File: src/ssrb_pkg.sv
// Shared constants for the synthesizer serial register bank.
// Assumes a single clock domain on mclk; serial pins are asynchronous.
package ssrb_pkg;
   localparam int WORD_W = 24;
   // Control codes in the three low bits
   localparam logic [2:0] SEL_FREQ = 3'h0;
   localparam logic [2:0] SEL_MODREF = 3'h1;
   localparam logic [2:0] SEL_PHASE = 3'h2;
   localparam logic [2:0] SEL_FUNC = 3'h3;
   localparam logic [2:0] SEL_TIMER = 3'h4;
   localparam logic [2:0] SEL_PDOWN = 3'h5;
   localparam logic [2:0] SEL_OUTSEL = 3'h6;
   localparam logic [2:0] SEL_TEST = 3'h7;
   // Frequency word fields
   localparam int INT_LSB = 15;
   localparam int FRACTION_NUMERATOR_LSB = 3;
   // Modulus/reference fields
   localparam int BOOST_BIT = 23;
   localparam int HALVE_BIT = 22;
   localparam int PRESC_BIT = 20;
   localparam int DOUBLER_BIT = 19;
   localparam int RDIV_LSB = 15;
   localparam int MOD_LSB = 3;
   // Phase, function, timer, output select, power-down fields
   localparam int PHASE_LSB = 3;
   localparam int GND_BIT = 5;
   localparam int POL_BIT = 3;
   localparam int TOUT_LSB = 5;
   localparam int TSEL_LSB = 3;
   localparam int MUX_LSB = 3;
   localparam int LDSET_LSB = 12;
   localparam int PD_LSB = 3;
   // Timer select codes
   localparam logic [1:0] TSEL_CURRENT = 2'h2;
   localparam logic [1:0] TSEL_SW12 = 2'h1;
   localparam logic [1:0] TSEL_SW3 = 2'h0;
   // Timing: counters tick every four comparison cycles
   localparam logic [1:0] TICK_DIV_LAST = 2'h3;
   localparam logic [6:0] PUMP_MAX = 7'h40;
   localparam logic [6:0] PUMP_MIN = 7'h01;
   // Reset values
   localparam logic [8:0] TOUT_RESET = 9'h000;
   localparam logic [11:0] MOD_RESET = 12'h00D;
   localparam logic [3:0] RDIV_RESET = 4'h1;
endpackage

File: src/ssrb_top.sv
// Serial register bank of a fractional-N synthesizer: shift port, eight
// write-only registers, double buffering and fast-lock timers.
// Assumes serial pins and the comparison reference are asynchronous to mclk.
// Summary of operation
// - Code 000 routes the latched word to the frequency word register only.
// - Code 001 writes the modulus and reference register.
// - Fraction bits 14..3 drive the modulator; host keeps below modulus.
// - First comparison cycle after a frequency write loads the divider.
// - Divider update starts fast lock at maximum pump current until timeout.
// - Divider update closes three filter switches; one and two open at a shared timeout, three at its own.
// - Modulus/reference and phase writes wait in shadow until frequency write.
// - Modulus, divider, halving, boost, doubler apply after next frequency write.
// - Boost bit raises pump current 25 percent at the update after next frequency write.
// - Halving bit inserts divide-by-two before the phase detector.
// - Doubler bit places a doubler ahead of the reference divider.
// - Modulus/reference layout: boost 23, halve 22, prescaler 20, doubler 19, modulus.
// - Code 100 holds a 9-bit timeout at 13..5 and select at 4..3.
// - Code 010 holds a 12-bit phase at 14..3.
// - Code 110 holds mux code 6..3 and settings 15..12.
// - Timeout counters tick once per four comparison cycles.
// - Select 10 current, 01 switches one/two, 00 switch three.
// - Pump outputs grounded while the grounding bit is low.
`timescale 1ns/1ps
module ssrb_top (
   input  wire logic        mclk,
   input  wire logic        sys_rst,
   input  wire logic        ser_clk,
   input  wire logic        ser_data,
   input  wire logic        load_strobe,
   input  wire logic        pfd_ref,
   output logic [7:0]       div_integer,
   output logic [11:0]      fraction_numerator,
   output logic [11:0]      fraction_modulus,
   output logic [11:0]      phase_value,
   output logic [3:0]       ref_divider,
   output logic             ref_halve,
   output logic             ref_doubler,
   output logic             prescaler_sel,
   output logic             current_boost,
   output logic [6:0]       pump_cells,
   output logic             pump_grounding,
   output logic             pfd_polarity,
   output logic             filter_switch_one,
   output logic             filter_switch_two,
   output logic             filter_switch_three,
   output logic             fast_lock,
   output logic [4:0]       powerdown_bits,
   output logic [3:0]       test_output_pin,
   output logic [3:0]       lock_settings,
   output logic [12:0]      test_bits,
   output logic             divider_update
);
   import ssrb_pkg::*;

   // Synchronisers for the asynchronous pins
   logic [1:0] sck_sync_reg, sda_sync_reg, le_sync_reg, ref_sync_reg;
   logic       sck_d_reg, le_d_reg, ref_d_reg;
   always_ff @(posedge mclk) begin
      if (sys_rst) begin
         sck_sync_reg <= 2'h0;
         sda_sync_reg <= 2'h0;
         le_sync_reg  <= 2'h0;
         ref_sync_reg <= 2'h0;
         sck_d_reg    <= 1'b0;
         le_d_reg     <= 1'b0;
         ref_d_reg    <= 1'b0;
      end else begin
         sck_sync_reg <= {sck_sync_reg[0], ser_clk};
         sda_sync_reg <= {sda_sync_reg[0], ser_data};
         le_sync_reg  <= {le_sync_reg[0], load_strobe};
         ref_sync_reg <= {ref_sync_reg[0], pfd_ref};
         sck_d_reg    <= sck_sync_reg[1];
         le_d_reg     <= le_sync_reg[1];
         ref_d_reg    <= ref_sync_reg[1];
      end
   end

   // Edge detection on synchronised levels
   wire sck_rise = sck_sync_reg[1] & ~sck_d_reg;
   wire le_rise  = le_sync_reg[1] & ~le_d_reg;
   wire pfd_rise = ref_sync_reg[1] & ~ref_d_reg;

   // Input shift register, MSB first
   logic [WORD_W-1:0] shift_reg;
   always_ff @(posedge mclk) begin
      if (sys_rst)
         shift_reg <= '0;
      else if (sck_rise)
         shift_reg <= {shift_reg[WORD_W-2:0], sda_sync_reg[1]};
   end

   // Address decode of the latched word
   wire [2:0] sel     = shift_reg[2:0];
   wire wr_freq   = le_rise && (sel == SEL_FREQ);
   wire wr_modref = le_rise && (sel == SEL_MODREF);
   wire wr_phase  = le_rise && (sel == SEL_PHASE);
   wire wr_func   = le_rise && (sel == SEL_FUNC);
   wire wr_timer  = le_rise && (sel == SEL_TIMER);
   wire wr_pdown  = le_rise && (sel == SEL_PDOWN);
   wire wr_outsel = le_rise && (sel == SEL_OUTSEL);
   wire wr_test   = le_rise && (sel == SEL_TEST);
   wire [1:0] tsel = shift_reg[TSEL_LSB+1:TSEL_LSB];
   wire [8:0] tval = shift_reg[TOUT_LSB+8:TOUT_LSB];

   // Shadow stage for frequency, modulus/reference and phase
   logic [7:0]  sh_int_reg;
   logic [11:0] sh_fraction_numerator_reg, sh_mod_reg, sh_phase_reg;
   logic [3:0]  sh_rdiv_reg;
   logic        sh_boost_reg, sh_halve_reg, sh_presc_reg, sh_dbl_reg;
   logic        pend_reg;
   always_ff @(posedge mclk) begin
      if (sys_rst) begin
         sh_int_reg   <= 8'h00;
         sh_fraction_numerator_reg  <= 12'h000;
         sh_mod_reg   <= MOD_RESET;
         sh_phase_reg <= 12'h000;
         sh_rdiv_reg  <= RDIV_RESET;
         sh_boost_reg <= 1'b0;
         sh_halve_reg <= 1'b0;
         sh_presc_reg <= 1'b0;
         sh_dbl_reg   <= 1'b0;
         pend_reg     <= 1'b0;
      end else begin
         if (wr_freq) begin
            sh_int_reg  <= shift_reg[INT_LSB+7:INT_LSB];
            sh_fraction_numerator_reg <= shift_reg[FRACTION_NUMERATOR_LSB+11:FRACTION_NUMERATOR_LSB];
         end
         if (wr_modref) begin
            sh_boost_reg <= shift_reg[BOOST_BIT];
            sh_halve_reg <= shift_reg[HALVE_BIT];
            sh_presc_reg <= shift_reg[PRESC_BIT];
            sh_dbl_reg   <= shift_reg[DOUBLER_BIT];
            sh_rdiv_reg  <= shift_reg[RDIV_LSB+3:RDIV_LSB];
            sh_mod_reg   <= shift_reg[MOD_LSB+11:MOD_LSB];
         end
         if (wr_phase)
            sh_phase_reg <= shift_reg[PHASE_LSB+11:PHASE_LSB];
         // Set wins over the clear at the comparison edge
         if (wr_freq)
            pend_reg <= 1'b1;
         else if (pfd_rise)
            pend_reg <= 1'b0;
      end
   end

   // Second stage: settings armed by a frequency write, so later writes wait
   logic [11:0] arm_mod_reg, arm_phase_reg;
   logic [3:0]  arm_rdiv_reg;
   logic        arm_boost_reg, arm_halve_reg, arm_presc_reg, arm_dbl_reg;
   always_ff @(posedge mclk) begin
      if (sys_rst) begin
         arm_mod_reg   <= MOD_RESET;
         arm_phase_reg <= 12'h000;
         arm_rdiv_reg  <= RDIV_RESET;
         arm_boost_reg <= 1'b0;
         arm_halve_reg <= 1'b0;
         arm_presc_reg <= 1'b0;
         arm_dbl_reg   <= 1'b0;
      end else if (wr_freq) begin
         arm_mod_reg   <= sh_mod_reg;
         arm_phase_reg <= sh_phase_reg;
         arm_rdiv_reg  <= sh_rdiv_reg;
         arm_boost_reg <= sh_boost_reg;
         arm_halve_reg <= sh_halve_reg;
         arm_presc_reg <= sh_presc_reg;
         arm_dbl_reg   <= sh_dbl_reg;
      end
   end

   // Divider update on the first comparison cycle after a frequency write
   wire upd = pend_reg && pfd_rise;

   // Applied settings
   always_ff @(posedge mclk) begin
      if (sys_rst) begin
         div_integer        <= 8'h00;
         fraction_numerator <= 12'h000;
         fraction_modulus   <= MOD_RESET;
         phase_value        <= 12'h000;
         ref_divider        <= RDIV_RESET;
         ref_halve          <= 1'b0;
         ref_doubler        <= 1'b0;
         prescaler_sel      <= 1'b0;
         current_boost      <= 1'b0;
         divider_update     <= 1'b0;
      end else begin
         divider_update <= upd;
         if (upd) begin
            div_integer        <= sh_int_reg;
            fraction_numerator <= sh_fraction_numerator_reg;
            fraction_modulus   <= arm_mod_reg;
            phase_value        <= arm_phase_reg;
            ref_divider        <= arm_rdiv_reg;
            ref_halve          <= arm_halve_reg;
            ref_doubler        <= arm_dbl_reg;
            prescaler_sel      <= arm_presc_reg;
            current_boost      <= arm_boost_reg;
         end
      end
   end

   // Immediate registers: function, power-down, output select, test
   always_ff @(posedge mclk) begin
      if (sys_rst) begin
         pump_grounding  <= 1'b0;
         pfd_polarity    <= 1'b1;
         powerdown_bits  <= 5'h00;
         test_output_pin <= 4'h0;
         lock_settings   <= 4'h0;
         test_bits       <= 13'h0000;
      end else begin
         if (wr_func) begin
            pump_grounding <= shift_reg[GND_BIT];
            pfd_polarity   <= shift_reg[POL_BIT];
         end
         if (wr_pdown)
            powerdown_bits <= shift_reg[PD_LSB+4:PD_LSB];
         if (wr_outsel) begin
            test_output_pin <= shift_reg[MUX_LSB+3:MUX_LSB];
            lock_settings   <= shift_reg[LDSET_LSB+3:LDSET_LSB];
         end
         if (wr_test)
            test_bits <= shift_reg[15:3];
      end
   end

   // Timeout values, one for each of the three timer select codes 10, 01 and 00
   logic [8:0] tout_cur_reg, tout_sw12_reg, tout_sw3_reg;
   always_ff @(posedge mclk) begin
      if (sys_rst) begin
         tout_cur_reg  <= TOUT_RESET;
         tout_sw12_reg <= TOUT_RESET;
         tout_sw3_reg  <= TOUT_RESET;
      end else if (wr_timer) begin
         if (tsel == TSEL_CURRENT)
            tout_cur_reg <= tval;
         if (tsel == TSEL_SW12)
            tout_sw12_reg <= tval;
         if (tsel == TSEL_SW3)
            tout_sw3_reg <= tval;
      end
   end

   // Tick prescaler: one tick per four comparison cycles
   logic [1:0] pre_reg;
   always_ff @(posedge mclk) begin
      if (sys_rst || upd)
         pre_reg <= 2'h0;
      else if (pfd_rise)
         pre_reg <= pre_reg + 2'h1;
   end
   wire tick = pfd_rise && (pre_reg == TICK_DIV_LAST);

   // Comparison rises since the last tick, counted apart from the prescaler
   logic [2:0] rise_gap_reg;
   always_ff @(posedge mclk) begin
      if (sys_rst || upd || tick)
         rise_gap_reg <= 3'h0;
      else if (pfd_rise)
         rise_gap_reg <= rise_gap_reg + 3'h1;
   end

   // Fast-lock counters and pump ramp
   logic [8:0] cnt_cur_reg, cnt_sw12_reg, cnt_sw3_reg;
   logic       cur_run_reg, ramp_reg;
   logic [6:0] cells_reg;
   wire cur_done = cur_run_reg && ((cnt_cur_reg == 9'h000) ||
                   (tick && cnt_cur_reg == 9'h001));
   always_ff @(posedge mclk) begin
      if (sys_rst) begin
         cnt_cur_reg         <= 9'h000;
         cnt_sw12_reg        <= 9'h000;
         cnt_sw3_reg         <= 9'h000;
         cur_run_reg         <= 1'b0;
         ramp_reg            <= 1'b0;
         cells_reg           <= PUMP_MIN;
         filter_switch_one   <= 1'b0;
         filter_switch_two   <= 1'b0;
         filter_switch_three <= 1'b0;
      end else if (upd) begin
         cnt_cur_reg         <= tout_cur_reg;
         cnt_sw12_reg        <= tout_sw12_reg;
         cnt_sw3_reg         <= tout_sw3_reg;
         cur_run_reg         <= 1'b1;
         ramp_reg            <= 1'b0;
         cells_reg           <= PUMP_MAX;
         filter_switch_one   <= 1'b1;
         filter_switch_two   <= 1'b1;
         filter_switch_three <= 1'b1;
      end else begin
         if (tick && cnt_cur_reg != 9'h000)
            cnt_cur_reg <= cnt_cur_reg - 9'h001;
         if (tick && cnt_sw12_reg != 9'h000)
            cnt_sw12_reg <= cnt_sw12_reg - 9'h001;
         if (tick && cnt_sw3_reg != 9'h000)
            cnt_sw3_reg <= cnt_sw3_reg - 9'h001;
         if (cnt_sw12_reg == 9'h000 || (tick && cnt_sw12_reg == 9'h001)) begin
            filter_switch_one <= 1'b0;
            filter_switch_two <= 1'b0;
         end
         if (cnt_sw3_reg == 9'h000 || (tick && cnt_sw3_reg == 9'h001))
            filter_switch_three <= 1'b0;
         if (cur_done) begin
            cur_run_reg <= 1'b0;
            ramp_reg    <= 1'b1;
         end
         if (ramp_reg && tick) begin
            cells_reg <= {1'b0, cells_reg[6:1]};
            if (cells_reg[6:1] == PUMP_MIN)
               ramp_reg <= 1'b0;
         end
      end
   end

   // Pump cell output, forced off while grounded
   always_ff @(posedge mclk) begin
      if (sys_rst) begin
         pump_cells <= 7'h00;
         fast_lock  <= 1'b0;
      end else begin
         pump_cells <= pump_grounding ? cells_reg : 7'h00;
         fast_lock  <= cur_run_reg || ramp_reg;
      end
   end

   a_pump_max_update: assert property (@(posedge mclk) disable iff (sys_rst)
      upd |=> cells_reg == PUMP_MAX && cur_run_reg)
      else $error("pump not at maximum after update");
   a_switches_close: assert property (@(posedge mclk) disable iff (sys_rst)
      upd |=> filter_switch_one && filter_switch_two && filter_switch_three)
      else $error("filter switches not closed on update");
   a_divider_load: assert property (@(posedge mclk) disable iff (sys_rst)
      upd |=> div_integer == $past(sh_int_reg) &&
              fraction_modulus == $past(arm_mod_reg))
      else $error("divider not loaded from shadow");
   a_shadow_hold: assert property (@(posedge mclk) disable iff (sys_rst)
      !upd |=> $stable(fraction_modulus) && $stable(phase_value))
      else $error("buffered setting changed without update");
   a_ground_pump: assert property (@(posedge mclk) disable iff (sys_rst)
      !pump_grounding |=> pump_cells == 7'h00)
      else $error("pump active while grounded");
   a_func_immediate: assert property (@(posedge mclk) disable iff (sys_rst)
      wr_func |=> pump_grounding == $past(shift_reg[GND_BIT]))
      else $error("function write not immediate");
   a_freq_decode: assert property (@(posedge mclk) disable iff (sys_rst)
      (le_rise && sel != SEL_FREQ && !pend_reg) |=> !pend_reg)
      else $error("non-frequency code started update");
   a_ramp_halves: assert property (@(posedge mclk) disable iff (sys_rst)
      (ramp_reg && tick && !upd) |=> cells_reg == {1'b0, $past(cells_reg[6:1])})
      else $error("pump ramp step wrong");
   a_tick_period: assert property (@(posedge mclk) disable iff (sys_rst)
      tick |-> rise_gap_reg == {1'b0, TICK_DIV_LAST})
      else $error("tick not on fourth cycle");
   a_test_write: assert property (@(posedge mclk) disable iff (sys_rst)
      wr_test |=> test_bits == $past(shift_reg[15:3]))
      else $error("test register not written");
endmodule

File: config.mk
export PLATFORM = sky130hd
export DESIGN_NAME = ssrb_top
export DESIGN_NICKNAME = d
export VERILOG_FILES = /design/src/ssrb_pkg.sv /design/src/ssrb_top.sv
export SDC_FILE = /design/constraint.sdc
export NUM_CORES = 1
export LEC_CHECK = 0
export ABC_AREA = 1
export BUFFER_PORTS_ARGS = -buffer_cell sky130_fd_sc_hd__buf_2
export CORE_AREA = 4 4 114 170
export DETAILED_ROUTE_END_ITERATION = 16
export DIE_AREA = 0 0 118 174
export GPL_TIMING_DRIVEN = 0
export PLACE_DENSITY_LB_ADDON = 0.2
export SETUP_SLACK_MARGIN = 0.05
export SLEW_MARGIN = 10
export SYNTH_ARGS = -nofsm -noshare
export SYNTH_HDL_FRONTEND = slang
export SYNTH_SLANG_ARGS = --single-unit
File: constraint.sdc
create_clock -name mclk -period 1.9 [get_ports mclk]
set_clock_uncertainty 0.05 [all_clocks]
set_input_delay 0.285 -clock mclk [delete_from_list [all_inputs] [get_ports mclk]]
set_output_delay 0.285 -clock mclk [all_outputs]
set_load 0.02 [all_outputs]
# After elaboration in Yosys (flattened, before gate mapping)
# Index checks and enable logic that the tools add are counted.
[classes] addsub=4 n_reduce_logical=44 mux=19 eq_ne=14 bitwise=7
[op_table] cell="$mux 9" count=6
[op_table] cell="$eq 9x1->1 const B" count=3
[op_table] cell="$logic_not 9->1" count=3
[op_table] cell="$reduce_bool 9->1" count=3
[op_table] cell="$sub 9x1->9 const B" count=3
[op_table] cell="$logic_and 1x1->1" count=18
[op_table] cell="$reduce_bool 2->1" count=8
[op_table] cell="$mux 7" count=2
[op_table] cell="$eq 3x3->1 const B" count=4
[op_table] cell="$mux 1" count=11
[op_table] cell="$eq 3x2->1 const B" count=2
[op_table] cell="$eq 6x1->1 const B" count=1
[op_table] cell="$reduce_and 2->1" count=3
[op_table] cell="$logic_or 1x1->1" count=5
[op_table] cell="$eq 2x2->1 const B" count=2
[op_table] cell="$not 1->1" count=4
[op_table] cell="$reduce_or 2->1" count=2
[op_table] cell="$and 1x1->1" count=3
[op_table] cell="$eq 3x1->1 const B" count=1
[op_table] cell="$logic_not 3->1" count=1
[op_table] cell="$add 2x1->2 const B" count=1
[op_table] cell="$eq 2x1->1 const B" count=1
[op_table] cell="$logic_not 2->1" count=1
[word_totals] input_bits=6 output_inout_bits=92 wordCells=144 regBits=276

# Longest topological paths before layout
# Gate-level depths: netlist (run 1).
[depth] depth_word=9 ltp_mapped=10 ltp_nobuf=10

# Least setup slack after synthesis (run 1)
# Ideal clock, no wire load.
[synth_path] path_kind="flip-flop to flip-flop" from="register cnt_sw12_reg[0]" to="register cnt_sw12_reg[3]" t_required_ps=1718 arrival_ps=1423 slack_ps=295 setup_time_ps=132 period_less_slack_ps=1605 path_buffers=0 path_stages_with_launch=10 path_cell_list="dfxtp_1 -> inv_1 -> ha_1 -> nand2_1 -> nor2_1 -> nand3_1 -> nand2_2 -> nand2_1 -> nand2_1 -> a21oi_1"
[synth_between] elab_chain_cells=3 elab_cells_between_ends=6 cone_classes="add/sub: 1; mux: 2; reduce/logical: 3"
[synth_lines] element="from (decl)" line_no="ssrb_top.sv:264" source="logic [8:0] cnt_cur_reg, cnt_sw12_reg, cnt_sw3_reg;"
[synth_lines] element="from (signal assigned)" line_no="ssrb_top.sv:282" source="cnt_sw12_reg <= tout_sw12_reg;"
[synth_lines] element="from (signal assigned)" line_no="ssrb_top.sv:294" source="cnt_sw12_reg <= cnt_sw12_reg - 9'h001;"
[synth_lines] element="$sub 9x1->9 or $reduce_bool 9->1 (tied branches)" line_no="ssrb_top.sv:294, ssrb_top.sv:293"
[synth_lines] element="$mux 9 or $logic_and 1x1->1 (tied branches)" line_no="ssrb_top.sv:293" source="if (tick && cnt_sw12_reg != 9'h000)"
[synth_lines] element="$mux 9 or $reduce_bool 2->1 (tied branches)"
# Parallel ways exist; a longest one is shown, timed or not. The select of a mux whose other input is x is not followed.
# A chain may end at the register's enable or synchronous reset.

# Worst setup path in the final report (run 1)
[layout_path] from="register ref_sync_reg[1]" to="register phase_value[9]"
[layout_between] elab_chain_cells=2
[layout_lines] element="from (decl)" line_no="ssrb_top.sv:56" source="logic [1:0] sck_sync_reg, sda_sync_reg, le_sync_reg, ref_sync_reg;"
[layout_lines] element="from (signal assigned)" line_no="ssrb_top.sv:71" source="ref_sync_reg <= {ref_sync_reg[0], pfd_ref};"
[layout_lines] element="$and 1x1->1" line_no="ssrb_top.sv:81" source="wire pfd_rise = ref_sync_reg[1] & ~ref_d_reg;"
[layout_lines] element="$logic_and 1x1->1" line_no="ssrb_top.sv:171" source="wire upd = pend_reg && pfd_rise;"
[layout_lines] element="to (signal assigned)" line_no="ssrb_top.sv:192" source="phase_value <= arm_phase_reg;"
[layout_lines] element="to (decl)" line_no="ssrb_top.sv:34" source="output logic [11:0] phase_value,"
# Every way passes these cells.

==> impl_metrics.json, run 1 <==
{
  "route.vias.total": 9079,
  "startpoint_type": "flip-flop",
  "num_rows": 60,
  "cts_buffer_depth": 3,
  "fmax_ghz": 0.574,
  "synth_top_cell_by_area": "dfxtp_1",
  "hpwl_um": 19300,
  "status": "completed",
  "r2r_end": "phase_value[9]$_SDFFE_PP0P_",
  "io_buffers": 96,
  "grt_use_met2": 0.490,
  "clkPwrFrac": 0.452,
  "switchingPower_mw": 2.55,
  "core_um2": 17900,
  "drv_slew": 0,
  "die_h_um": 174,
  "yosysSeqAreaShare": 0.541,
  "num_antenna_cells": 0,
  "finalHoldViolCount": 0,
  "ioPinCount": 98,
  "clkLatencyLatePin_ps": 510,
  "cp-end-kind": "flip-flop",
  "die_w_um": 118,
  "peakVddDrop_mv": 0.781,
  "synth_area_leaders": "dfxtp_1, nor2_1, o21ai_0",
  "syn-num-nets": 1325,
  "die-area_um2": 20500,
  "drv_cap": 0,
  "hold_depth": 2,
  "hold_end": "pend_reg$_SDFFE_PP0P_",
  "via_per_inst": 5.43,
  "crit_type": "reg -> reg",
  "drtIter0Drc": 869,
  "p_comb_frac": 0.044,
  "period_minus_slack_ps": 1740,
  "hold_path.startpoint": "sys_rst",
  "yosys_most_used_dff": "dfxtp_1",
  "start_util": 0.571,
  "yosysWarnings": 0,
  "cts_tree": "done",
  "rsz0062_at_grt": "yes",
  "routed_wl_um": 27400,
  "grt_pass1_wl_um": 43700,
  "avgSynthCellArea_um2": 7.78,
  "cts_buffers": 25,
  "synth_area_um2": 10200,
  "grt_start_max_net_pins": 16,
  "drt_first_pass_iters": 6,
  "ant_nets": 0,
  "power.density_nw_per_um2": 987,
  "tightest_slew_ps": 785,
  "syn-instance-count": 1311,
  "nNetsFinal": 1453,
  "grt-busiest-layer": "met2",
  "setup_viol": 0,
  "r2r-start": "ref_sync_reg[1]$_SDFF_PP0_",
  "groute.usage.overall": 0.261,
  "power_frac_seq": 0.504,
  "largest_reg_flops": 24,
  "cts_sinks": 276,
  "placed_area_um2": 11000,
  "p_int_mw": 9.25,
  "arrival_ps": 2140,
  "path_clk_slew_ps": 70,
  "synth_edf_count": 0,
  "wl_per_cell_um": 16.4,
  "setup.worst_path.start": "ref_sync_reg[1]$_SDFF_PP0_",
  "holdWs_ps": 72.8,
  "synth-seq-cells": 276,
  "hold_path.class": "in -> reg",
  "ctsRootBufferMaster": "clkbuf_16",
  "synth_top_area_share": 0.541,
  "path_max_fanout": 10,
  "drive_gt1_frac": 0.137,
  "grt.overflow.total": 0,
  "swShare": 0.216,
  "cts.htree.levels": 1,
  "gp_congestion": 0.922,
  "rrSetupSlack_ps": 160,
  "yosysUniqueCellTypes": 29,
  "grtUsageMet1": 0.287,
  "grt_pass1_vias": 8725,
  "syn_to_final_growth_pct": 17.1,
  "finalInstanceArea_um2": 12000,
  "worst_r2r_path_depth": 7,
  "globalRouteMet3Util": 0.0332,
  "drcViolationCount": 0,
  "p_leak_nw": 5.42,
  "post-route-period-util": 0.918,
  "async_flop_share": 0,
  "critPathRequiredTime_ps": 2300,
  "antenna_found_initial": 0,
  "relSlewSlack": 0.477
}
-- synthesized netlist by cell type, drive strengths merged (2+ instances only) --
library cell  count
dfxtp           276
nor2            272
o21ai           210
nand2           156
inv             116
a21oi            87
nand3            54
clkbuf           41
buf              39
a22o             16
nand4             9
ha                8
xor2              8
o211ai            5
clkinv            3
nor3              3
a31oi             2
o22a              2
xnor2             2
-- metrics by stage --
stage / setup TNS (ps) / power (mW) / setup WS, ps / cells / utilization
4_1_cts: 0 / 11.8 / 60.8 / 1672 / 0.666
6_report: 0 / 11.8 / 157 / 1673 / 0.669
3_3_place_gp: -127 / 6.56 / -34.9 / 1624 / 0.613
3_5_place_dp: -187 / 6.57 / -52.8 / 1624 / 0.613
5_1_grt: 0 / 12.2 / 30.2 / 1673 / 0.669
2_1_floorplan: 0 / 6.39 / 295 / 1311 / -
-- how the worst max path moves through the flow --
stage | end
final | phase_value[9]$_SDFFE_PP0P_
after global routing | test_bits[9]$_SDFFE_PP0P_
after CTS | cnt_sw12_reg[3]$_SDFFE_PP0P_
after detailed placement | cnt_sw12_reg[3]$_SDFFE_PP0P_
after global placement | cnt_sw12_reg[3]$_SDFFE_PP0P_
after floorplan | cnt_sw12_reg[3]$_SDFFE_PP0P_
-- cells by family after synthesis --
| group | synth area share |
|---|---|
| flops | 0.541 |
| simple gates | 0.194 |
| buf+inv | 0.0786 |
| compound gates | 0.168 |
| fa+ha+maj | 0.00981 |
| xor+xnor | 0.00858 |
-- metal layers --
metal,vias up,share of wire
met5,-,0
met4,0,0.047
met3,87,0.043
met2,281,0.52
met1,4228,0.39
li1,4483,-
-- power by group through the flow --
stage	registers (mW)	logic, mW	clock network, mW
3_5_place_dp	6.08	0.491	0
4_1_cts	5.95	0.504	5.38
5_1_grt	5.96	0.572	5.64
3_3_place_gp	6.08	0.482	0
2_1_floorplan	6.06	0.327	0
6_report	5.95	0.517	5.33
-- worst max-delay path, cell delays in order (launching register included) --
cell and delay (ps):
dfxtp_1 380, nand2_2 160, nor2_2 140, inv_2 70, buf_6 150, nor2_4 190
buf_2 330, a22o_1 200
-- layout make-up --
type                            instances  area (µm²)
Clock buffer                           32         722
Tap cell                              217         272
Buffer                                 80         360
Fill cell                            1505        5920
Timing Repair Buffer                  101         528
Multi-Input combinational cell        836        3930
Clock inverter                         12         160
Sequential cell                       276        5530
Inverter                              119         454
-- timing repair --
item,CTS,global route
endpoints found under the hold margin,4,0
setup endpoints to repair,9,67
gates resized for setup,5,23
setup buffers,0,1
hold buffers,4,0
pin swaps,0,1
-- placed cells by master, fill, tap and decap left out, types with 9 or more instances in the layout --
master / instances
a22o_1: 16
nand2_1: 148
o21ai_0: 165
buf_2: 121
nand3_1: 53
nand4_1: 9
a21oi_1: 87
nor2_1: 264
dfxtp_1: 276
buf_1: 9
clkbuf_1: 39
clkbuf_16: 25
o21ai_1: 44
inv_1: 111
(Power assumes the default switching activity.)
==> run 2, diff against run 1 <==
- ABC_AREA: 1 -> default
- PLACE_DENSITY: default -> 0.78
- PLACE_DENSITY_LB_ADDON: 0.2 -> default
==> run 2 against run 1 <==
  * Synthesized area grew 1.4%
  * Count of clock-buffer cells in the layout is the same
  * Final cell count shrank 3.9%
  * Synthesized cell count shrank 6.0%
  * Register-to-register slack lost 98 ps
  * First-iteration DRC count shrank 22%
  * Sequential share of layout area shrank 1.8 points
==> impl_metrics.json, run 2 <==
{
  "synth_edf_count": 0,
  "hpwl_um": 19000,
  "synth-seq-cells": 276,
  "core_um2": 17900,
  "groute.usage.overall": 0.261,
  "wl_per_cell_um": 17.4,
  "drv_slew": 0,
  "avgSynthCellArea_um2": 8.40,
  "drv_cap": 0,
  "rsz0062_at_grt": "yes",
  "drtIter0Drc": 680,
  "gp_congestion": 0.884,
  "layout_commonest_cell": "nand2_1",
  "hold_path.class": "in -> reg",
  "grt_pass1_vias": 8727,
  "crit_chain": "inv_4 -> ha_4 -> or3b_4 -> or3_4 -> a32oi_1 -> a31oi_1",
  "yosysUniqueCellTypes": 54,
  "num_rows": 60,
  "post-route-period-util": 0.969,
  "die_h_um": 174,
  "route.vias.total": 9132,
  "tightest_slew_ps": 912,
  "power.density_nw_per_um2": 936,
  "fmax_ghz": 0.543,
  "final_util": 0.699,
  "relSlewSlack": 0.392,
  "async_flop_share": 0,
  "nNetsFinal": 1385,
  "final_cell_mix": "nand2_1, dfxtp_1, a21oi_1",
  "ioPinCount": 98,
  "power_frac_seq": 0.498,
  "syn-instance-count": 1232,
  "via_per_inst": 5.68,
  "yosysSeqAreaShare": 0.534,
  "synth_area_um2": 10300,
  "drive_gt1_frac": 0.173,
  "swShare": 0.214,
  "die-area_um2": 20500,
  "path_max_fanout": 4,
  "num-fill-cells": 1443,
  "cts_sinks": 276,
  "period_minus_slack_ps": 1840,
  "largest_reg_flops": 24,
  "p_leak_nw": 4.86,
  "finalHoldViolCount": 0,
  "yosys_most_used_dff": "dfxtp_1",
  "path_clk_slew_ps": 70,
  "cts_buffer_depth": 3,
  "path_buf_inv": 1,
  "io_buffers": 97,
  "startpoint_type": "flip-flop",
  "p_comb_frac": 0.023,
  "cp-end-kind": "flip-flop",
  "synth_top_cell_by_area": "dfxtp_1",
  "yosysWarnings": 0,
  "synth_top_area_share": 0.534,
  "multiInputGateArea_um2": 4630,
  "holdWs_ps": 213,
  "synthMostInstantiatedCell": "nand2_1",
  "regArea_um2": 5540,
  "grt.overflow.total": 0,
  "crit_path_top_delay_cell": "or3b_4",
  "ant_nets": 0,
  "grt_start_max_net_pins": 17,
  "critPathRequiredTime_ps": 2230,
  "drcViolationCount": 0,
  "antenna_found_initial": 0,
  "routed_wl_um": 27900,
  "syn_to_final_growth_pct": 20.6,
  "clkLatencyLatePin_ps": 530,
  "setup_viol": 0,
  "grt_pass1_wl_um": 44400,
  "critPathMaxStageDelay_ps": 400,
  "arrival_ps": 2170,
  "p_int_mw": 9.18,
  "ctsRootBufferMaster": "clkbuf_16",
  "synth_area_leaders": "dfxtp_1, nand2_1, a21oi_1",
  "syn-num-nets": 1246,
  "status": "completed",
  "cts.htree.levels": 1,
  "cp_top_family": "simple AND/OR/NAND/NOR gates",
  "placed_area_um2": 11100,
  "switchingPower_mw": 2.50,
  "cts_tree": "done",
  "crit_type": "reg -> reg",
  "clkPwrFrac": 0.480,
  "peakVddDrop_mv": 0.723,
  "cts_buffers": 26,
  "drt_first_pass_iters": 7,
  "start_util": 0.579,
  "num_antenna_cells": 0,
  "synthTopCellsByCount": "nand2_1, dfxtp_1, a21oi_1",
  "finalInstanceArea_um2": 12500,
  "die_w_um": 118
}
## run 2: cell types whose count changed in the layout (fill, tap and decap cells not counted), sizes merged, moves of 14 or more
cell,delta
a21oi,+90
nand2,+197
nor2b,+14
o21ai,-196
clkbuf,+36
nor2,-208
mux2i,+56
a31oi,+14
nand3b,+16
a22o,-16
nand3,-28
inv,-99
## run 2: metrics by stage
step | worst slack [ps] | TNS, ps | power [mW] | cells
global placement | -528 | -39510 | 6.19 | 1546
floorplan | 51.9 | 0 | 6.10 | 1232
finish | 58.7 | 0 | 11.7 | 1608
detailed placement | -522 | -42200 | 6.19 | 1546
CTS | 27.5 | 0 | 11.7 | 1603
global route | -2.64 | -2.64 | 12.0 | 1608
## run 2: what timing repair did
action / in CTS / in global routing
hold buffers: 4 / 0
cloned: 0 / 0
endpoints found under the setup margin: 198 / 179
setup buffers: 6 / 7
pin swaps: 5 / 11
resized for setup: 44 / 65
endpoints found under the hold margin: 4 / 0
## run 2: kinds of logic (layout without fill, tap and decap cells)
logic type               count (synthesis)  count (layout)  synth area share
XOR/XNOR                                 3               3           0.00254
AND/OR/NAND/NOR                        534             534             0.227
flip-flops                             276             276             0.534
AO/OA/AOI/OAI                          247             247             0.132
multiplexers                            56              56            0.0542
adder cells (fa/ha/maj)                  8               8           0.00967
buffers and inverters                  108             267            0.0404
## run 2: layout make-up
type	count	area share
inverter	14	0.00481
clock inverter	16	0.0160
multi-input combinational	848	0.371
sequential	276	0.444
tap	217	0.0218
timing repair buffer	114	0.0512
clock buffer	32	0.0588
buffer	91	0.0322
## run 2: worst reg2reg max path, stage by stage, from the launching register on
cell     delay [ps]
dfxtp_4         360
inv_4            80
ha_4            130
or3b_4          400
or3_4           330
a32oi_1         230
a31oi_1         120
## run 2: worst paths after layout
check / start / end / slack [ps] / cells past startpoint
worst max-delay path: cnt_cur_reg[0]$_SDFFE_PP0P_ / cnt_cur_reg[6]$_SDFFE_PP0P_ / 60 / 6
worst min-delay path: sys_rst / pump_cells[4]$_SDFF_PP0_ / 210 / 3
worst max register to register: cnt_cur_reg[0]$_SDFFE_PP0P_ / cnt_cur_reg[6]$_SDFFE_PP0P_ / 60 / 6
worst min register to register: le_sync_reg[0]$_SDFF_PP0_ / le_sync_reg[1]$_SDFF_PP0_ / 390 / 1
## run 2: power groups by stage
| stage | clock network [mW] | logic (mW) | registers [mW] |
|---|---|---|---|
| 2_1_floorplan | 0 | 0.155 | 5.94 |
| 3_3_place_gp | 0 | 0.246 | 5.95 |
| 3_5_place_dp | 0 | 0.248 | 5.95 |
| 4_1_cts | 5.62 | 0.259 | 5.81 |
| 5_1_grt | 5.88 | 0.288 | 5.81 |
| 6_report | 5.60 | 0.265 | 5.81 |
## run 2: metal layers
metal | GRT usage | routed length (µm)
met1 | 0.301 | 10900
met2 | 0.472 | 14300
met3 | 0.0371 | 1420
met4 | 0.125 | 1290
met5 | 0 | 0
